===== src/inc/tcd_pkg.sv =====
/*
 Constants, register map and carrier types for the Type-C downstream port
 attach/status controller. Assumes a 40 MHz APB clock and analog comparators
 outside that deliver plain levels.
*/
package tcd_pkg;
	localparam int unsigned CLK_HZ          = 40_000_000;
	// Attach debounce in microseconds (plain default) and its cycle count
	localparam int unsigned ATTACH_DEB_US   = 150;
	localparam int unsigned ATTACH_DEB_CYC  = (ATTACH_DEB_US * (CLK_HZ / 1_000_000));
	// Overcurrent deglitch in microseconds (plain default)
	localparam int unsigned OC_DEGLITCH_US  = 8;
	localparam int unsigned OC_DEGLITCH_CYC = (OC_DEGLITCH_US * (CLK_HZ / 1_000_000));

	// APB register byte offsets
	localparam logic [7:0] CTRL_OFS   = 8'h00;
	localparam logic [7:0] STATUS_OFS = 8'h04;
	localparam logic [7:0] ID_OFS     = 8'h08;

	// CTRL field positions
	localparam int CTRL_EN_BIT  = 0;
	localparam int CTRL_CHG_BIT = 1;
	localparam int CTRL_CHH_BIT = 2;
	localparam logic [2:0] CTRL_RST = 3'h1;

	// Identity word, value arbitrary
	localparam logic [31:0] ID_VALUE = 32'h0000_7C01;

	typedef struct packed {
		logic cc1_rd;
		logic cc1_ra;
		logic cc2_rd;
		logic cc2_ra;
	} tcd_cc_t;

	typedef struct packed {
		logic aux_good;
		logic in_good;
		logic oc_raw;
		logic ot1;
		logic ot2;
		logic temp_cool;
		logic load_over;
	} tcd_mon_t;

	typedef enum logic [4:0] {
		ST_OFF    = 5'h01,
		ST_IDLE   = 5'h02,
		ST_DEB    = 5'h04,
		ST_ATT    = 5'h08,
		ST_TSD    = 5'h10
	} tcd_state_t;

	// Open-drain status set, each a pull-low request
	typedef struct packed {
		logic fault;
		logic sink;
		logic orient;
		logic audio;
		logic debug;
		logic load;
	} tcd_od_t;
endpackage


===== src/hdl/tcd_top.sv =====
/*
 Type-C downstream port attach/status controller: CC decode, switch control,
 fault, thermal shutdown, load detect and APB control/status registers.
 Assumes comparator and monitor levels are synchronous to pclk except the CC
 and enable inputs, which are resynchronised here. Open-drain pins are given
 as output enables; the pin is low while its enable is high.
*/
// The address map and the APB slave port were decided locally.
`timescale 1ns/1ps
`default_nettype none
module tcd_top
	import tcd_pkg::*;
#(
	parameter int unsigned DEB_CYC = ATTACH_DEB_CYC,
	parameter int unsigned OCG_CYC = OC_DEGLITCH_CYC
)(
	input  wire  logic        pclk,
	input  wire  logic        presetn,
	input  wire  logic        psel,
	input  wire  logic        penable,
	input  wire  logic        pwrite,
	input  wire  logic [7:0]  paddr,
	input  wire  logic [31:0] pwdata,
	input  wire  logic [3:0]  pstrb,
	output var   logic [31:0] prdata,
	output var   logic        pready,
	output var   logic        pslverr,
	input  wire  logic        enable_pin,
	input  wire  logic        charge_advert_strap,
	input  wire  logic        charge_high_strap,
	input  wire  tcd_cc_t     cc_in,
	input  wire  tcd_mon_t    mon,
	output var   logic        bus_power_on,
	output var   logic        vconn_cc1_on,
	output var   logic        vconn_cc2_on,
	output var   tcd_od_t     od_oe
);

	typedef struct packed {
		tcd_cc_t    cc_s1;
		tcd_cc_t    cc_s2;
		logic       en_s1;
		logic       en_s2;
		logic       started;
		tcd_state_t st;
		logic [31:0] deb_cnt;
		logic [31:0] oc_cnt;
		logic       oc_flt;
		logic       fault;
		logic       pwr_on;
		logic       in_ok;
		logic       vc1;
		logic       vc2;
		logic       audio;
		logic       debug;
		logic       orient;
		tcd_od_t    od;
		logic [2:0] ctrl;
		logic [31:0] rdata;
		logic       ready;
		logic       err;
	} tcd_state_all_t;

	tcd_state_all_t s_reg;
	tcd_state_all_t s_next;

	logic     en_act;
	logic     sink1;
	logic     sink2;
	logic     ld_en;
	logic     setup;
	logic     hit;

	always_comb begin
		s_next = s_reg;
		// Synchroniser second stages only read the first stages
		s_next.cc_s1 = cc_in;
		s_next.cc_s2 = s_reg.cc_s1;
		s_next.en_s1 = enable_pin;
		s_next.en_s2 = s_reg.en_s1;

		// Software can force enable off; pin high and CTRL enable both needed
		en_act = s_reg.en_s2 & s_reg.ctrl[CTRL_EN_BIT];
		sink1  = s_reg.cc_s2.cc1_rd & ~s_reg.cc_s2.cc2_rd;
		sink2  = s_reg.cc_s2.cc2_rd & ~s_reg.cc_s2.cc1_rd;

		// Input supply good with hysteresis is provided by the analog monitor
		s_next.in_ok = mon.in_good;

		// Overcurrent deglitch: must persist OCG_CYC cycles
		if (!mon.oc_raw) begin
			s_next.oc_cnt = 32'h0000_0000;
			s_next.oc_flt = 1'b0;
		end else if (s_reg.oc_cnt >= OCG_CYC - 1) begin
			s_next.oc_flt = 1'b1;
		end else begin
			s_next.oc_cnt = s_reg.oc_cnt + 32'h0000_0001;
		end

		unique case (s_reg.st)
			ST_OFF: begin
				// Startup only after aux supply good; enable is sampled then
				if (mon.aux_good && en_act) begin
					s_next.st      = ST_IDLE;
					s_next.started = 1'b1;
				end
			end
			ST_IDLE: begin
				s_next.deb_cnt = 32'h0000_0000;
				if (sink1 || sink2) begin
					s_next.st = ST_DEB;
				end
			end
			ST_DEB: begin
				if (!(sink1 || sink2)) begin
					s_next.st = ST_IDLE;
				end else if (s_reg.deb_cnt >= DEB_CYC - 1) begin
					s_next.st = ST_ATT;
				end else begin
					s_next.deb_cnt = s_reg.deb_cnt + 32'h0000_0001;
				end
			end
			ST_ATT: begin
				if (!(sink1 || sink2)) begin
					s_next.st = ST_IDLE;
				end
			end
			ST_TSD: begin
				// Restart only after the die has cooled by the hysteresis step
				if (mon.temp_cool && !mon.ot2) begin
					s_next.st = ST_OFF;
				end
			end
			default: s_next.st = ST_OFF;
		endcase

		if (mon.ot2) begin
			s_next.st = ST_TSD;
		end else if (!en_act || !mon.aux_good) begin
			// Leaving TSD is only by cooling; other states fall to OFF
			if (s_reg.st != ST_TSD) begin
				s_next.st = ST_OFF;
			end
		end

		// Switch control; first overtemp gates every switch, input supply good the bus switch
		s_next.pwr_on = (s_next.st == ST_ATT) && mon.in_good && !mon.ot1;
		s_next.vc1    = (s_next.st == ST_ATT) && sink2 && s_reg.cc_s2.cc1_ra && !mon.ot1;
		s_next.vc2    = (s_next.st == ST_ATT) && sink1 && s_reg.cc_s2.cc2_ra && !mon.ot1;

		// Fault: held while cause present, cleared once cause gone in ST_ATT or ST_IDLE
		if (s_reg.oc_flt || mon.ot1) begin
			s_next.fault = 1'b1;
		end else if (s_reg.st == ST_ATT || s_reg.st == ST_IDLE) begin
			s_next.fault = 1'b0;
		end

		// Accessory latches: set on both pins, cleared by one pin only
		if (s_reg.cc_s2.cc1_ra && s_reg.cc_s2.cc2_ra) begin
			s_next.audio = 1'b1;
		end else if (!s_reg.cc_s2.cc2_ra) begin
			s_next.audio = 1'b0;
		end
		if (s_reg.cc_s2.cc1_rd && s_reg.cc_s2.cc2_rd) begin
			s_next.debug = 1'b1;
		end else if (!s_reg.cc_s2.cc1_rd) begin
			s_next.debug = 1'b0;
		end
		s_next.orient = (s_next.st == ST_ATT) && sink2;

		ld_en = charge_advert_strap & charge_high_strap;

		// Monitoring off: outputs released, CC state forgotten
		if (s_next.st == ST_OFF || s_next.st == ST_TSD) begin
			s_next.audio = 1'b0;
			s_next.debug = 1'b0;
		end
		if (s_next.st == ST_TSD) begin
			s_next.fault = 1'b0;
		end
		// Disabled, unpowered or software-off: every open-drain pin is released
		if (s_next.st == ST_OFF) begin
			s_next.fault = 1'b0;
		end

		s_next.od.fault  = s_next.fault;
		s_next.od.sink   = (s_next.st == ST_ATT);
		s_next.od.orient = s_next.orient;
		s_next.od.audio  = s_next.audio;
		s_next.od.debug  = s_next.debug;
		s_next.od.load   = ld_en && (s_next.st == ST_ATT) && mon.load_over;

		// APB slave, zero wait states
		setup   = psel & ~penable;
		hit     = (paddr == CTRL_OFS) | (paddr == STATUS_OFS) | (paddr == ID_OFS);
		s_next.ready = setup;
		s_next.err   = setup & ~hit;
		// Write lands at the completing edge, where the access phase sees pready high
		if (psel && penable && s_reg.ready && pwrite && paddr == CTRL_OFS && pstrb[0]) begin
			s_next.ctrl = pwdata[2:0];
		end
		if (setup && !pwrite) begin
			unique case (paddr)
				CTRL_OFS:   s_next.rdata = {29'h0000_0000, s_reg.ctrl};
				STATUS_OFS: s_next.rdata = {16'h0000, 3'h0, s_reg.st, s_reg.started, s_reg.in_ok,
					s_reg.pwr_on, s_reg.fault, s_reg.audio, s_reg.debug, s_reg.orient, s_reg.od.load};
				ID_OFS:     s_next.rdata = ID_VALUE;
				default:    s_next.rdata = 32'h0000_0000;
			endcase
		end
	end

	always_ff @(posedge pclk or negedge presetn) begin
		if (!presetn) begin
			s_reg       <= '0;
			s_reg.st    <= ST_OFF;
			s_reg.ctrl  <= CTRL_RST;
		end else begin
			s_reg <= s_next;
		end
	end

	assign prdata       = s_reg.rdata;
	assign pready       = s_reg.ready;
	assign pslverr      = s_reg.err;
	assign bus_power_on = s_reg.pwr_on;
	assign vconn_cc1_on = s_reg.vc1;
	assign vconn_cc2_on = s_reg.vc2;
	assign od_oe        = s_reg.od;

endmodule
`default_nettype wire


===== config.mk =====
export PLATFORM = sky130hd
export DESIGN_NAME = tcd_top
export DESIGN_NICKNAME = d
export VERILOG_FILES = /design/src/inc/tcd_pkg.sv /design/src/hdl/tcd_top.sv
export SDC_FILE = /design/constraint.sdc
export NUM_CORES = 1
export LEC_CHECK = 0
export BUFFER_PORTS_ARGS = -buffer_cell sky130_fd_sc_hd__buf_2
export CAP_MARGIN = 20
export CELL_PAD_IN_SITES_DETAIL_PLACEMENT = 1
export CELL_PAD_IN_SITES_GLOBAL_PLACEMENT = 1
export CORE_UTILIZATION = 35
export CTS_CLUSTER_SIZE = 16
export DETAILED_ROUTE_END_ITERATION = 12
export PLACE_DENSITY_LB_ADDON = 0.1
export SLEW_MARGIN = 0
export SYNTH_ARGS = -nofsm -noshare
export SYNTH_HDL_FRONTEND = slang
export SYNTH_SLANG_ARGS = --single-unit

===== constraint.sdc =====
create_clock -name pclk -period 3.02 [get_ports pclk]
set_input_delay 0.302 -clock pclk [delete_from_list [all_inputs] [get_ports pclk]]
set_output_delay 0.302 -clock pclk [all_outputs]
set_load 0.02 [all_outputs]

==> flow_metrics.py, run 1 <==
metrics = {
    "run_status": {
        "status": "finished clean",
    },
    "pwr": {
        "clock_power_share_pct": 42.8,
        "max-vdd-ir-drop_mv": 0.237,
        "switching_power_uw": 664,
        "p_int_uw": 2180,
        "comb_power_share_pct": 4.5,
        "p_leak_uw": 0.00259,
        "swShare_pct": 23.4,
        "p_per_area_nw_per_um2": 530,
        "total_power_uw": 2840,
        "p_seq_share_pct": 52.7,
    },
    "sta": {
        "hold_viol": 0,
        "period_share_pct": 84.2,
        "timing.final.crit_period_ns": 2.54,
        "rsz0062_at_grt": "false",
        "skew_ns": 0.00932,
        "slew_viol_final": 0,
        "fin_setup_tns_ns": 0,
        "slew_headroom_pct": 47.0,
        "max_freq_ghz": 0.393,
        "tightest_slew_ns": 0.788,
        "setup_viol": 0,
    },
    "synth": {
        "synth_ff_type": "dfrtp_1",
        "syn_avg_cell_area_um2": 11.1,
        "synth_enable_flop_cells": 0,
        "synthCells": 432,
        "synth_area_leader_cell": "dfrtp_1",
        "synth_top_area_share_pct": 56.5,
        "synthTopCellsByCount": "dfrtp_1, and2_1, buf_4, nand2_1, nor2_1",
        "yosysWarnings": 0,
        "ys_top_cells_by_area": "dfrtp_1, and2_1, buf_4",
        "yosysMostFrequentCell": "dfrtp_1",
        "netlist_area_um2": 4790,
        "synth.yosys.seq_area_share_pct": 57.6,
        "synth-seq-cells": 110,
        "synth_cell_type_count": 53,
        "synthArstFlopShare_pct": 100,
    },
    "die": {
        "ios": 106,
        "start_util_pct": 36.0,
        "fp.dieW_um": 119,
        "die_h_um": 119,
        "dieArea_um2": 14100,
        "fp-row-count": 42,
        "core_um2": 13300,
    },
    "worst_hold_path": {
        "hold_class": "primary input to flop",
        "min_delay_path_depth": 1,
        "worstHoldStart": "cc_in[0]",
    },
    "drt": {
        "drtIter0Drc": 121,
        "ant_nets": 0,
        "drc": 0,
        "wl_per_cell_um": 14.9,
        "viasPerCell": 4.86,
        "drt_first_pass_iters": 4,
        "vias": 3155,
        "wirelength_mm": 9.65,
    },
    "grt": {
        "antenna_found_initial": 0,
        "grt_pass1_wl_mm": 16.6,
        "grt_use_total_pct": 15.0,
        "grt_max_degree": 80,
        "grt_remaining_overflow": 0,
        "grt_pass1_vias": 3324,
    },
    "worst_setup_path": {
        "cp_slowest_cell": "or4_1",
        "crit_fanout": 14,
        "cp.required_ns": 3.29,
        "r2r_cells": 7,
        "cp-start-kind": "flop",
        "crit_path_max_incr_delay_ns": 0.55,
        "critPathArrivalTime_ns": 2.81,
        "startpoint": "s_reg[125]",
        "cp-end-kind": "flop",
        "path_cells": "inv_1 > ha_1 > nor2_1 > nand4b_1 > a2111o_1 > or4_1 > a21oi_1",
        "r2r_start": "s_reg[125]",
        "worstSetupPathType": "flop to flop",
    },
    "placement": {
        "hpwlAfterDp_mm": 6.69,
        "portBuffers": 56,
        "place_congestion": 0.715,
    },
    "clocking": {
        "numCtsBuffers": 9,
        "post_cts_buffers": 0,
        "clk_root_buffer_cell": "clkbuf_16",
        "clk_pin_slew_ns": 0.08,
        "htree_num_levels": 3,
        "tritoncts": "built",
        "insertion_delay_ns": 0.36,
        "clk_path_buf_depth": 2,
        "clock_sinks": 110,
    },
    "layout": {
        "n_fill_cell": 1477,
        "layout-drive-gt1-share_pct": 19.5,
        "area_growth_pct": 11.9,
        "largest_reg_flops": 80,
        "layout.nets": 537,
        "antenna_cells": 0,
    },
    "job": {
        "drv_cap": 0,
    },
}
through the flow:
step,std cells,area (µm²),setup WS (ns),util [%],hold WS (ns)
floorplan,448,4850,0.919,-,0.00641
global placement,633,5050,0.551,38.0,0.281
detailed placement,633,5050,0.487,38.0,0.280
CTS,649,5360,0.458,40.3,0.0331
global route,649,5360,0.287,40.3,0.0307
finish,649,5360,0.478,40.3,0.0475
kinds of logic (layout without fill, tap and decap cells):
family	Yosys count	count (layout)	share of synthesized area (%)
xor+xnor	6	6	1.10
buf+inv	63	88	8.18
fa+ha+maj	5	5	1.31
other cells	1	17	0.0784
compound gates	56	56	8.52
simple gates	181	181	21.0
mux	10	10	2.20
flops	110	110	57.6
placed cells by master, fill, tap and decap left out, drive strengths merged, types with 2 or more instances in the layout:
| cell | count |
|---|---|
| nor2b | 5 |
| nand3 | 9 |
| clkinv | 2 |
| nor4b | 3 |
| mux2i | 6 |
| nor2 | 29 |
| nor4 | 16 |
| o21a | 2 |
| inv | 14 |
| nand4 | 10 |
| a21o | 2 |
| or3 | 6 |
| buf | 61 |
| a22o | 7 |
| dfrtp | 108 |
| dfstp | 2 |
| o21ai | 12 |
| o31ai | 6 |
| a31o | 2 |
| nand3b | 3 |
| nand2b | 2 |
| nand2 | 30 |
| and2 | 46 |
| ha | 5 |
| conb | 17 |
| or4 | 4 |
| nor3 | 8 |
| and3 | 3 |
| a211oi | 3 |
| o41ai | 2 |
| and4 | 2 |
| mux2 | 4 |
| a21oi | 13 |
| clkbuf | 9 |
| xnor2 | 6 |
| a311oi | 2 |
what timing repair did:
| action | 4_1_cts | 5_1_grt |
|---|---|---|
| hold buffers | 1 | 0 |
| gates resized for setup | 0 | 0 |
| endpoints found under the hold margin | 31 | 0 |
final cells by class:
cell class / count / area [µm²] / share of cell area (%)
Clock buffer: 9 / 225 / 4.20
Clock inverter: 6 / 73.8 / 1.38
Inverter: 11 / 41.3 / 0.771
Multi-Input combinational cell: 275 / 1700 / 31.7
Sequential cell: 110 / 2760 / 51.4
Tap cell: 176 / 220 / 4.11
Timing Repair Buffer: 62 / 343 / 6.40
final timing paths:
check / endpoint / slack [ns]
max in group asynchronous: s_reg[34] / 1.81
worst max-delay path: s_reg[94] / 0.48
min in group asynchronous: s_reg[85] / 0.43
worst max register to register: s_reg[94] / 0.48
worst min-delay path: s_next[124] / 0.05
worst min register to register: s_reg[127] / 0.36
layer usage:
metal / track usage (%) / up-vias / wire length, µm
met2: 22.7 / 45 / 4480
met3: 3.54 / 16 / 318
met1: 20.2 / 1578 / 4640
met4: 7.44 / 0 / 221
met5: 0 / - / 0
li1: - / 1516 / -
power groups by stage:
stage | Clock (µW) | Sequential, µW | Combinational [µW]
5_1_grt | 1300 | 1500 | 148
6_report | 1220 | 1500 | 129
3_5_place_dp | 0 | 1530 | 132
2_1_floorplan | 0 | 1520 | 79.4
4_1_cts | 1260 | 1500 | 133
3_3_place_gp | 0 | 1530 | 130
critical path, delay by kind of cell (launching register included):
kind                     cells  cell delay, ns
adder cells (fa/ha/maj)      1            0.37
AO/OA/AOI/OAI                2            0.71
flip-flops                   1            0.38
buffers and inverters        1            0.06
AND/OR/NAND/NOR              3            0.93
No activity file was read; power rests on OpenSTA's default activity.
==> inputs of run 2 (changes only) <==
==> constraint.sdc (replaced) <==
create_clock -name pclk -period 2.6 [get_ports pclk]
set_input_delay 0.26 -clock pclk [delete_from_list [all_inputs] [get_ports pclk]]
set_output_delay 0.26 -clock pclk [all_outputs]
set_load 0.02 [all_outputs]
==> run 2 against run 1 <==
Effect of this change: final cell count is 2.0% higher; clock-buffer cell count rose by 1; sequential power is 16% higher; design area up 1.6%; largest cell class unchanged; die area unchanged; critical path depth rose by 1; highest routed layer unchanged; first-iteration DRC count increased by 16%; global-route usage grew 0.71 points; clock skew shrank 0.0011 ns; power up 14%; non-clock buffer count is 12 higher; sequential share of layout area decreased by 0.80 points.
==> flow_metrics.py, run 2 (synthesized netlist as in run 1, its figures left out) <==
metrics = {
    "grt": {
        "grt.met3_usage_pct": 5.08,
        "grt_max_degree": 49,
        "gr-usage-met2_pct": 25.5,
        "grt-busiest-layer": "met2",
        "grt_use_total_pct": 15.7,
        "grt_pass1_wl_mm": 17.2,
        "grt_remaining_overflow": 0,
        "antenna_found_initial": 0,
        "grt_pass1_vias": 3420,
        "met1_usage_pct": 19.9,
    },
    "pwr": {
        "p_int_uw": 2450,
        "p_leak_uw": 0.00263,
        "clock_power_share_pct": 41.2,
        "swShare_pct": 24.3,
        "max-vdd-ir-drop_mv": 0.439,
        "p_seq_share_pct": 53.9,
        "p_per_area_nw_per_um2": 593,
        "comb_power_share_pct": 4.9,
        "switching_power_uw": 785,
    },
    "worst_hold_path": {
        "min_to": "s_next[127]",
        "worstHoldStart": "cc_in[3]",
        "min_delay_path_depth": 1,
        "hold_class": "primary input to flop",
    },
    "worst_setup_path": {
        "reg2reg_slack_ns": 0.17,
        "cp.required_ns": 2.86,
        "critPathArrivalTime_ns": 2.69,
        "r2r_start": "s_reg[125]",
        "cp-start-kind": "flop",
        "r2r_cells": 8,
        "cp-end-kind": "flop",
        "crit_fanout": 6,
        "r2r-end": "s_reg[95]",
        "worstSetupPathType": "flop to flop",
    },
    "placement": {
        "portBuffers": 56,
        "place_ws_ns": 0.150,
        "hpwlAfterDp_mm": 6.88,
        "place_congestion": 0.746,
    },
    "sta": {
        "hold_viol": 0,
        "worst_slack_ns": 0.172,
        "rsz0062_at_grt": "false",
        "timing.final.crit_period_ns": 2.43,
        "setup_viol": 0,
        "slew_viol_final": 0,
        "fin_setup_tns_ns": 0,
        "slew_headroom_pct": 51.1,
        "period_share_pct": 93.4,
        "max_freq_ghz": 0.412,
        "tightest_slew_ns": 0.727,
        "skew_ns": 0.00822,
    },
    "drt": {
        "drt_first_pass_iters": 4,
        "viasPerCell": 4.93,
        "vias": 3261,
        "wirelength_mm": 10.1,
        "ant_nets": 0,
        "drtIter0Drc": 140,
        "drc": 0,
        "wl_per_cell_um": 15.2,
    },
    "layout": {
        "n_fill_cell": 1471,
        "largest_reg_flops": 80,
        "final_cell_mix": "dfrtp_1, buf_2, and2_1, nand2_1, nor2_1",
        "layout-drive-gt1-share_pct": 21.2,
        "final_common_cell": "dfrtp_1",
        "area_growth_pct": 13.7,
        "antenna_cells": 0,
        "layout.nets": 549,
    },
    "clocking": {
        "tritoncts": "built",
        "htree_num_levels": 3,
        "clk_root_buffer_cell": "clkbuf_16",
        "numCtsBuffers": 9,
        "insertion_delay_ns": 0.35,
        "clk_path_buf_depth": 2,
        "clk_pin_slew_ns": 0.08,
        "clock_sinks": 110,
    },
    "die": {
        "start_util_pct": 36.0,
        "fp-row-count": 42,
        "dieArea_um2": 14100,
        "fp.dieW_um": 119,
        "die_h_um": 119,
        "ios": 106,
        "core_um2": 13300,
    },
    "run_status": {
        "status": "finished clean",
    },
    "job": {
        "drv_cap": 0,
    },
}
run 2: final cells by class:
| type | count | area, µm² | area share [%] |
|---|---|---|---|
| Inverter | 11 | 41.3 | 0.759 |
| Sequential cell | 110 | 2760 | 50.6 |
| Tap cell | 176 | 220 | 4.05 |
| Clock inverter | 6 | 51.3 | 0.943 |
| Clock buffer | 10 | 229 | 4.21 |
| Timing Repair Buffer | 74 | 440 | 8.09 |
| Multi-Input combinational cell | 275 | 1710 | 31.3 |
run 2: metal layers:
layer | up-vias | wire [µm]
met1 | 1658 | 4660
met3 | 14 | 400
li1 | 1542 | -
met2 | 47 | 4850
met5 | - | 0
met4 | 0 | 162
run 2: worst max path at each step:
stage | startpoint | slack (ns) | end
floorplan | s_reg[125] | 0.50 | s_reg[95]
global placement | s_reg[84] | 0.20 | s_reg[94]
detailed placement | s_reg[125] | 0.15 | s_reg[94]
CTS | s_reg[125] | 0.12 | s_reg[94]
global route | s_reg[125] | 0.02 | s_reg[95]
finish | s_reg[125] | 0.17 | s_reg[95]
run 2: power groups by stage:
stage                     sequential, µW  clock (µW)  combinational [µW]
after detailed placement            1770           0                 155
after global routing                1740        1450                 180
after global placement              1770           0                 152
final                               1740        1330                 158
after CTS                           1740        1390                 160
after floorplan                     1770           0                92.2
run 2: per-stage QoR:
step | total power, µW | hold WS (ns) | utilization [%] | cells | cell area, µm²
floorplan | 1860 | -0.0356 | - | 448 | 4850
global placement | 1930 | 0.274 | 38.3 | 638 | 5090
detailed placement | 1930 | 0.273 | 38.3 | 638 | 5090
CTS | 3290 | 0.00670 | 40.7 | 658 | 5410
global route | 3370 | 0.00532 | 40.9 | 662 | 5440
finish | 3230 | 0.0264 | 40.9 | 662 | 5440
run 2: critical path: stages (launching register included):
cell and delay (ns):
dfrtp_1 0.41, inv_1 0.07, ha_2 0.31, nor2_2 0.12, nand4b_1 0.16, a2111o_2 0.55, buf_2 0.19, or3_1 0.34
a21oi_1 0.18
run 2: timing repair:
action	CTS	global route
hold buffers	4	1
setup buffers	0	3
endpoints found under the setup margin	0	1
endpoints found under the hold margin	38	1
gates resized for setup	0	3
